$ cat config.mk
export PLATFORM = sky130hd
export DESIGN_NAME = safety_selftest_launch_ctrl
export DESIGN_NICKNAME = d
export VERILOG_FILES = /design/src/selftest_launch_pkg.sv /design/src/safety_selftest_launch_ctrl.sv /design/src/test_launch_slot.sv
export SDC_FILE = /design/constraint.sdc
export NUM_CORES = 1
export LEC_CHECK = 0
export ABC_CLOCK_PERIOD_IN_PS = 1870
export BUFFER_PORTS_ARGS = -buffer_cell sky130_fd_sc_hd__buf_2
export CAP_MARGIN = 20
export CORE_MARGIN = 8
export CORE_UTILIZATION = 50
export CTS_CLUSTER_SIZE = 12
export DETAILED_ROUTE_END_ITERATION = 8
export PLACE_DENSITY = 0.75
export SYNTH_ARGS = -nofsm -noshare
export SYNTH_HDL_FRONTEND = slang
export SYNTH_SLANG_ARGS = --single-unit
$ cat constraint.sdc
create_clock -name core_clk -period 1.87 [get_ports core_clk]
set_input_delay 0.2805 -clock core_clk [delete_from_list [all_inputs] [get_ports core_clk]]
set_output_delay 0.2805 -clock core_clk [all_outputs]
set_load 0.05 [all_outputs]
$ cat src/selftest_launch_pkg.sv
// Register selects, field positions, reset values and state codes for the self-test launcher
package selftest_launch_pkg;

    // Register selects on the command port
    localparam logic [1:0] SEL_LAUNCH = 2'h0;   // self_test_launch_control
    localparam logic [1:0] SEL_ENABLES = 2'h1;  // safety_monitor_enables
    localparam logic [1:0] SEL_STATUS = 2'h2;   // selftest_error_status

    // Number of launch bits in self_test_launch_control
    localparam int NUM_TESTS = 6;

    // Launch bit positions
    localparam int BIT_LOGIC_SELFTEST = 0;      // logic_selftest_launch
    localparam int BIT_PIN_MON = 1;             // enable_pin_monitor_check_launch
    localparam int BIT_RESET_MON = 2;           // reset_pin_monitor_check_launch
    localparam int BIT_NVM_CRC = 3;             // nvm_crc_check_launch
    localparam int BIT_CFG_CRC = 4;             // config_crc_check_launch
    localparam int BIT_SELFTEST_CHECK = 5;      // selftest_check_launch

    // Writable masks, reserved bits excluded
    localparam logic [7:0] LAUNCH_MASK = 8'h3F;
    localparam logic [7:0] ENABLES_MASK = 8'h1D;

    // safety_monitor_enables field positions
    localparam int EN_DIAG_LEAVE = 0;           // diag_leave_request
    localparam int EN_ERR_MON = 2;              // controller_error_monitor_enable
    localparam int EN_DRIVE = 3;                // enable_drive_output_enable
    localparam int EN_CFG_CRC = 4;              // continuous configuration CRC enable

    // selftest_error_status bit positions
    localparam int ST_LOGIC_SELF_TEST_ERR = 0;            // logic self-test error seen
    localparam int ST_RUN_DONE = 1;             // logic self-test run completed
    localparam int ST_CHECK_DONE = 2;           // self-test check completed
    localparam int ST_PIN_MON = 3;              // pin monitor check missed the mismatch
    localparam int ST_RESET_MON = 4;            // reset monitor check missed the mismatch
    localparam int ST_NVM_CRC = 5;              // memory CRC check missed the error
    localparam int ST_CFG_CRC = 6;              // configuration CRC check missed the error

    // Reset values
    localparam logic [7:0] LAUNCH_RESET = 8'h00;
    localparam logic [7:0] ENABLES_RESET = 8'h00;
    localparam logic [7:0] STATUS_RESET = 8'h00;

    // Operating state codes reported by the device state machine
    typedef enum logic [1:0] {
        OP_OTHER = 2'h0,
        OP_DIAG = 2'h1,
        OP_ACTIVE = 2'h2,
        OP_SAFE = 2'h3
    } op_state_e;

endpackage : selftest_launch_pkg

$ cat src/safety_selftest_launch_ctrl.sv
// Launch control and status of the safety self-tests, plus the safety monitor enables
`timescale 1ns/1ns

module safety_selftest_launch_ctrl (
    // Clock and resets
    input wire logic core_clk,
    input wire logic srst,
    input wire logic device_reset,
    // Register command port
    input wire logic reg_wr_en,
    input wire logic reg_rd_en,
    input wire logic [1:0] reg_sel,
    input wire logic [7:0] reg_wdata,
    output logic [7:0] reg_rdata_q,
    output logic reg_rvalid_q,
    // Write locks
    input wire logic selftest_write_lock,
    input wire logic ctrl_write_lock,
    // Device operating state
    input wire logic [1:0] op_state,
    // Test engines, one lane per launch bit
    output logic [5:0] test_start_q,
    input wire logic [5:0] test_done,
    input wire logic [5:0] test_fail,
    // Enable pin level requested by the device
    input wire logic enable_drive_request,
    output logic enable_drive_pin_q,
    // Launch side effects: diagnostic state mask and timer, memory CRC error force
    output logic diag_mask_clear_q,
    output logic diag_timer_keep_q,
    output logic nvm_crc_error_force_q,
    // Safety monitor enables
    output logic config_crc_enable_q,
    output logic enable_drive_output_enable_q,
    output logic controller_error_monitor_enable_q,
    output logic diag_leave_request_q
);

    logic [5:0] busy;          // Launch bits as seen by software
    logic [5:0] start;         // Start pulses from the slots
    logic [5:0] finish;        // Completion pulses from the slots
    logic [5:0] launch;        // Accepted one-writes per bit
    logic launch_wr;           // Accepted write to the launch register
    logic enables_wr;          // Accepted write to the enables register
    logic state_ok;            // Logic self-test may start
    logic [7:0] enables_q;     // safety_monitor_enables storage
    logic [7:0] status_q;      // selftest_error_status storage
    logic [5:0] fail_seen_q;   // Failure seen during each running test
    logic hold_pin_q;          // Enable pin frozen during a run
    logic pin_level_q;         // Frozen enable pin level
    logic [1:0] op_prev_q;     // Operating state one cycle ago
    logic [7:0] rdata_d;       // Read mux
    // Distance from a check's launch bit to its status bit
    localparam int MON_OFS = selftest_launch_pkg::ST_PIN_MON - selftest_launch_pkg::BIT_PIN_MON;

    // Register write qualification with the write locks
    assign launch_wr = reg_wr_en && (reg_sel == selftest_launch_pkg::SEL_LAUNCH)
                       && !selftest_write_lock;
    assign enables_wr = reg_wr_en && (reg_sel == selftest_launch_pkg::SEL_ENABLES)
                        && !ctrl_write_lock;
    assign state_ok = (op_state == selftest_launch_pkg::OP_DIAG)
                      || (op_state == selftest_launch_pkg::OP_ACTIVE)
                      || (op_state == selftest_launch_pkg::OP_SAFE);

    // Per-bit launch requests; reserved bits never reach a slot
    always_comb begin
        launch = reg_wdata[5:0] & selftest_launch_pkg::LAUNCH_MASK[5:0];
        if (!launch_wr) begin
            launch = 6'h00;
        end
        if (!state_ok) begin
            launch[selftest_launch_pkg::BIT_LOGIC_SELFTEST] = 1'b0;
        end
    end

    // One launch slot per test, busy flag clears on completion
    for (genvar i = 0; i < selftest_launch_pkg::NUM_TESTS; i++) begin : g_slot
        test_launch_slot u_slot (
            .core_clk(core_clk),
            .srst(srst),
            .device_reset(device_reset),
            .launch(launch[i]),
            .done(test_done[i]),
            .busy_q(busy[i]),
            .start_q(start[i]),
            .finish_q(finish[i])
        );
    end

    // Start pulses to the engines, registered once more for clean outputs
    always_ff @(posedge core_clk) begin
        if (srst || device_reset) begin
            test_start_q <= 6'h00;
        end else begin
            test_start_q <= start;
        end
    end

    // Collect engine failure reports while a test runs; a relaunch starts afresh
    always_ff @(posedge core_clk) begin
        if (srst || device_reset) begin
            fail_seen_q <= 6'h00;
        end else begin
            fail_seen_q <= (fail_seen_q & ~start) | (test_fail & busy);
        end
    end

    // Status register: relaunch clears a test's bits, completion latches its result
    always_ff @(posedge core_clk) begin
        if (srst || device_reset) begin
            status_q <= selftest_launch_pkg::STATUS_RESET;
        end else begin
            if (start[selftest_launch_pkg::BIT_LOGIC_SELFTEST]) begin
                status_q[selftest_launch_pkg::ST_RUN_DONE] <= 1'b0;
                status_q[selftest_launch_pkg::ST_LOGIC_SELF_TEST_ERR] <= 1'b0;
            end
            if (start[selftest_launch_pkg::BIT_SELFTEST_CHECK]) begin
                status_q[selftest_launch_pkg::ST_CHECK_DONE] <= 1'b0;
                status_q[selftest_launch_pkg::ST_LOGIC_SELF_TEST_ERR] <= 1'b0;
            end
            // Run result: D1 done, D0 failure seen
            if (finish[selftest_launch_pkg::BIT_LOGIC_SELFTEST]) begin
                status_q[selftest_launch_pkg::ST_RUN_DONE] <= 1'b1;
                status_q[selftest_launch_pkg::ST_LOGIC_SELF_TEST_ERR] <=
                    fail_seen_q[selftest_launch_pkg::BIT_LOGIC_SELFTEST];
            end
            // Check result: D2 done, D0 shows the forced error was caught
            if (finish[selftest_launch_pkg::BIT_SELFTEST_CHECK]) begin
                status_q[selftest_launch_pkg::ST_CHECK_DONE] <= 1'b1;
                status_q[selftest_launch_pkg::ST_LOGIC_SELF_TEST_ERR] <=
                    fail_seen_q[selftest_launch_pkg::BIT_SELFTEST_CHECK];
            end
            // Monitor and CRC checks: bit set when the check failed
            for (int t = selftest_launch_pkg::BIT_PIN_MON; t <= selftest_launch_pkg::BIT_CFG_CRC;
                 t++) begin
                if (start[t]) begin
                    status_q[t + MON_OFS] <= 1'b0;
                end else if (finish[t]) begin
                    status_q[t + MON_OFS] <= fail_seen_q[t];
                end
            end
        end
    end

    // Memory CRC error flag is forced for the whole memory check
    always_ff @(posedge core_clk) begin
        if (srst || device_reset) begin
            nvm_crc_error_force_q <= 1'b0;
        end else begin
            nvm_crc_error_force_q <= busy[selftest_launch_pkg::BIT_NVM_CRC]
                                     && !finish[selftest_launch_pkg::BIT_NVM_CRC];
        end
    end

    // Diagnostic launch: one-cycle mask clear, timer kept running through the run
    always_ff @(posedge core_clk) begin
        if (srst || device_reset) begin
            diag_mask_clear_q <= 1'b0;
            diag_timer_keep_q <= 1'b0;
        end else begin
            diag_mask_clear_q <= start[selftest_launch_pkg::BIT_LOGIC_SELFTEST]
                                 && (op_state == selftest_launch_pkg::OP_DIAG);
            if (start[selftest_launch_pkg::BIT_LOGIC_SELFTEST]
                && (op_state == selftest_launch_pkg::OP_DIAG)) begin
                diag_timer_keep_q <= 1'b1;
            end else if (finish[selftest_launch_pkg::BIT_LOGIC_SELFTEST]) begin
                diag_timer_keep_q <= 1'b0;
            end
        end
    end

    // Active or safe launch freezes the enable pin until the run completes
    always_ff @(posedge core_clk) begin
        if (srst || device_reset) begin
            hold_pin_q <= 1'b0;
            pin_level_q <= 1'b0;
        end else if (launch[selftest_launch_pkg::BIT_LOGIC_SELFTEST]
                     && !busy[selftest_launch_pkg::BIT_LOGIC_SELFTEST]
                     && (op_state != selftest_launch_pkg::OP_DIAG)) begin
            hold_pin_q <= 1'b1;
            pin_level_q <= enable_drive_pin_q;
        end else if (finish[selftest_launch_pkg::BIT_LOGIC_SELFTEST]) begin
            hold_pin_q <= 1'b0;
        end
    end

    // Enable pin follows the device request gated by the drive enable, unless frozen
    always_ff @(posedge core_clk) begin
        if (srst || device_reset) begin
            enable_drive_pin_q <= 1'b0;
        end else if (hold_pin_q) begin
            enable_drive_pin_q <= pin_level_q;
        end else begin
            enable_drive_pin_q <= enable_drive_request
                                  && enables_q[selftest_launch_pkg::EN_DRIVE];
        end
    end

    // Track the operating state to spot transitions
    always_ff @(posedge core_clk) begin
        if (srst || device_reset) begin
            op_prev_q <= selftest_launch_pkg::OP_OTHER;
        end else begin
            op_prev_q <= op_state;
        end
    end

    // Safety monitor enables: lock-gated writes, both resets restore it
    always_ff @(posedge core_clk) begin
        if (srst || device_reset) begin
            enables_q <= selftest_launch_pkg::ENABLES_RESET;
        end else begin
            if (enables_wr) begin
                enables_q <= reg_wdata & selftest_launch_pkg::ENABLES_MASK;
                // Leave request only takes in the diagnostic state
                if (op_state != selftest_launch_pkg::OP_DIAG) begin
                    enables_q[selftest_launch_pkg::EN_DIAG_LEAVE] <= 1'b0;
                end
            end
            // Leaving the diagnostic state drops the leave request
            if (op_prev_q == selftest_launch_pkg::OP_DIAG
                && op_state != selftest_launch_pkg::OP_DIAG) begin
                enables_q[selftest_launch_pkg::EN_DIAG_LEAVE] <= 1'b0;
            end
            // Every cycle in the safe state clears the drive enable
            if (op_state == selftest_launch_pkg::OP_SAFE) begin
                enables_q[selftest_launch_pkg::EN_DRIVE] <= 1'b0;
            end
        end
    end

    // Enable fields out
    assign config_crc_enable_q = enables_q[selftest_launch_pkg::EN_CFG_CRC];
    assign enable_drive_output_enable_q = enables_q[selftest_launch_pkg::EN_DRIVE];
    assign controller_error_monitor_enable_q = enables_q[selftest_launch_pkg::EN_ERR_MON];
    assign diag_leave_request_q = enables_q[selftest_launch_pkg::EN_DIAG_LEAVE];

    // Read mux; reserved bits and unmapped selects read zero
    always_comb begin
        rdata_d = 8'h00;
        unique case (reg_sel)
            selftest_launch_pkg::SEL_LAUNCH: rdata_d = {2'h0, busy};
            selftest_launch_pkg::SEL_ENABLES: rdata_d = enables_q;
            selftest_launch_pkg::SEL_STATUS: rdata_d = status_q;
            default: rdata_d = 8'h00;
        endcase
    end

    // Registered read answer one cycle after the request
    always_ff @(posedge core_clk) begin
        if (srst || device_reset) begin
            reg_rdata_q <= 8'h00;
            reg_rvalid_q <= 1'b0;
        end else begin
            reg_rvalid_q <= reg_rd_en;
            if (reg_rd_en) begin
                reg_rdata_q <= rdata_d;
            end
        end
    end

endmodule : safety_selftest_launch_ctrl

$ cat src/test_launch_slot.sv
// One launch bit: start pulse, busy flag held until the engine reports completion
`timescale 1ns/1ns
module test_launch_slot (
    // Clock and resets
    input wire logic core_clk,
    input wire logic srst,
    input wire logic device_reset,
    // Accepted write of a one to this launch bit
    input wire logic launch,
    // Test engine answer
    input wire logic done,
    // Launch state
    output logic busy_q,
    output logic start_q,
    output logic finish_q
);

    // Busy from the launching write until the engine finishes
    always_ff @(posedge core_clk) begin
        if (srst || device_reset) begin
            busy_q <= 1'b0;
        end else if (!busy_q && launch) begin
            busy_q <= 1'b1;
        end else if (busy_q && done) begin
            busy_q <= 1'b0;
        end
    end

    // One-cycle start pulse towards the engine
    always_ff @(posedge core_clk) begin
        if (srst || device_reset) begin
            start_q <= 1'b0;
        end else begin
            start_q <= !busy_q && launch;
        end
    end

    // One-cycle completion pulse, aligned with the clearing of busy
    always_ff @(posedge core_clk) begin
        if (srst || device_reset) begin
            finish_q <= 1'b0;
        end else begin
            finish_q <= busy_q && done;
        end
    end

endmodule : test_launch_slot
==> flow_metrics.tcl <==
set metrics [dict create \
    worst_slack_ns 0.546 \
    synth.distinct_cells 33 \
    die_h_um 80.2 \
    critPathMaxFanout 4 \
    cp-start-kind "flip-flop" \
    globalRouteTotalUtil_pct 15.7 \
    ir_worst_vdd_uv 718 \
    cts_tree "done" \
    start_util_pct 51.9 \
    path_clk_slew_ns 0.06 \
    grt_pass1_vias 1643 \
    htree_levels 3 \
    cts_resized 0 \
    drcViolationCount 0 \
    slowest_stage "dfxtp_1" \
    port_buffers 51 \
    critPathTopFamily "flip-flops" \
    grt_overflow_total 0 \
    min_period_ns 1.32 \
    max_freq_mhz 756 \
    max_stage_delay_ns 0.42 \
    grt_first_pass_wirelength_um 7760 \
    finalSetupViolations 0 \
    ys_ff_latch 57 \
    pwr-share-seq_pct 53.3 \
    finalHoldViolCount 0 \
    rsz0062_at_grt "no" \
    yosysSeqAreaShare_pct 55.4 \
    fill_cells 372 \
    fin_tns_setup_ns 0 \
    die_area_um2 6430 \
    max_cap_violations 0 \
    final_cell_count_no_fill 314 \
    syn_area_um2 2060 \
    num_vias 1641 \
    intPower_w 0.00177 \
    gp_congestion 0.754 \
    slew_viol_final 0 \
    dpl_worst_slack_ns 0.376 \
    ys_warn_count 0 \
    fin_util_pct 63.3 \
    nets 292 \
    hold_buffers 0 \
    wl_per_cell_um 15.0 \
    avgViaCountPerCell 5.23 \
    hp-class "in2reg" \
    swShare_pct 23.0 \
    cts_root_buffer "clkbuf_8" \
    power_switching_w 0.000530 \
    ios 55 \
    synth_nets 238 \
    hold_slack_ns 0.191 \
    drt-pass1-iter-count 4 \
    fin_crit_sh_pct 70.8 \
    worstSkewPairLatency_ns 0.32 \
    p_per_area_nw_per_um2 915 \
    synth_cells 206 \
    synth.avg_cell_area_um2 10.0 \
    cp_num_buf_inv 1 \
    die_w_um 80.2 \
    worstMarginPinSlew_ns 0.653 \
    cts_buffers 9 \
    crit_required_ns 1.59 \
    core-area_um2 3970 \
    p_leak_nw 1.04 \
    postCtsSetupRepairBufs 0 \
    grt_max_degree 34 \
    routed_wl_um 4700 \
    clk_path_buf_depth 2 \
    p_clk_share_pct 41.0 \
    crit_type "reg2out" \
    drtAntennaViolNets 0 \
    dp_hpwl_um 3350 \
    dpl.cell_count 299 \
    status "complete, no violations" \
    arrival_ns 1.04 \
    area_delta_synth_final_pct 22.1 \
    drt_iter0_drc 121 \
    critPathCaptureType "output pin" \
    diodes 0 \
    slew_headroom_pct 56.5 \
    row_count 23 \
    grt_antenna_before_repair 0 \
    clock_sinks 57 \
    cp_cell_sequence "buf_2" \
    drive_above_1_share_pct 27.7 \
    finClkSkew_ns 0.00434 \
    combPwrFrac_pct 5.6 \
]
## synthesized netlist by cell type
cell	count	area, um^2
dfxtp_1	57	1140
a21oi_1	20	100
nor2_1	18	67.6
mux2i_1	12	120
nand2b_1	11	68.8
nand3b_1	10	75.1
clkbuf_1	8	30.0
and3_1	7	43.8
nand2_1	6	22.5
nor2b_1	6	37.5
and2_1	5	31.3
inv_1	5	18.8
nor3b_1	5	37.5
o21ai_0	5	25.0
a22oi_1	4	30.0
nor3_1	4	20.0
o21a_1	3	22.5
buf_2	2	10.0
mux2_2	2	22.5
nand4b_1	2	17.5
o211ai_1	2	15.0
a211oi_1	1	7.51
a221oi_1	1	8.76
buf_4	1	7.51
conb_1	1	3.75
nand2_2	1	6.26
nand3_1	1	5.00
nand4_1	1	6.26
nor4b_4	1	23.8
nor4bb_1	1	10.0
o211a_1	1	10.0
o31ai_1	1	7.51
or2_2	1	6.26
## power by group through the flow
stage	Sequential, W	Clock, W	Combinational, W
CTS	0.00123	0.000970	0.000128
floorplan	0.00127	0	0.0000581
global placement	0.00125	0	0.000126
finish	0.00123	0.000944	0.000129
global route	0.00123	0.00103	0.000140
detailed placement	0.00125	0	0.000128
## kinds of logic (layout without fill, tap and decap cells)
group	after synthesis	in the layout	synth area share, %
AO/OA/AOI/OAI	38	38	11.0
buffers and inverters	16	74	3.22
flip-flops	57	57	55.4
multiplexers	14	14	6.93
other	1	1	0.182
AND/OR/NAND/NOR	80	80	23.3
## final timing paths
path                                          startpoint                            to  slack [ns]  cells past startpoint
worst min-delay path                        test_fail[0]                fail_seen_q[0]        0.19                      3
worst max register to register   g_slot[1].u_slot.busy_q                reg_rdata_q[1]        0.86                      3
worst min register to register  g_slot[3].u_slot.start_q                   status_q[5]        0.43                      1
worst max-delay path                        enables_q[3]  enable_drive_output_enable_q        0.55                      1
## placed cells by master, fill, tap and decap left out, drive strengths merged, types with 5 or more instances in the layout
master | netlist | routed
dfxtp | 57 | 57
buf | 3 | 54
a21oi | 20 | 20
nor2 | 18 | 18
mux2i | 12 | 12
nand2b | 11 | 11
clkbuf | 8 | 11
nand3b | 10 | 10
and3 | 7 | 7
nand2 | 7 | 7
nor2b | 6 | 6
o21ai | 5 | 5
and2 | 5 | 5
inv | 5 | 5
nor3b | 5 | 5
## per-layer routing
layer / routed length [um] / GRT usage, %
met1: 2100 / 18.2
met2: 2250 / 24.7
met3: 279 / 5.47
met4: 78 / 9.27
met5: 0 / 0
## state kept, by name, summed over array words and instances (netlist names), 2 cells and up
name                    count
enables_q                   4
fail_seen_q                 6
g_slot.u_slot.busy_q        6
g_slot.u_slot.finish_q      6
g_slot.u_slot.start_q       6
op_prev_q                   2
reg_rdata_q                 7
status_q                    7
test_start_q                6
## cell type report
cell class | instances | area, um^2 | area share [%]
Clock inverter | 4 | 20.0 | 0.796
Multi-Input combinational cell | 133 | 852 | 33.9
Inverter | 5 | 18.8 | 0.747
Timing Repair Buffer | 54 | 278 | 11.1
Tap cell | 50 | 62.6 | 2.49
Clock buffer | 11 | 141 | 5.62
Sequential cell | 57 | 1140 | 45.4
## through the flow
stage | cell area [um^2] | total power, W
after floorplan | 2060 | 0.00133
after global placement | 2350 | 0.00138
after detailed placement | 2350 | 0.00138
after CTS | 2510 | 0.00233
after global routing | 2510 | 0.00240
final | 2510 | 0.00230
(Power assumes the default switching activity.)
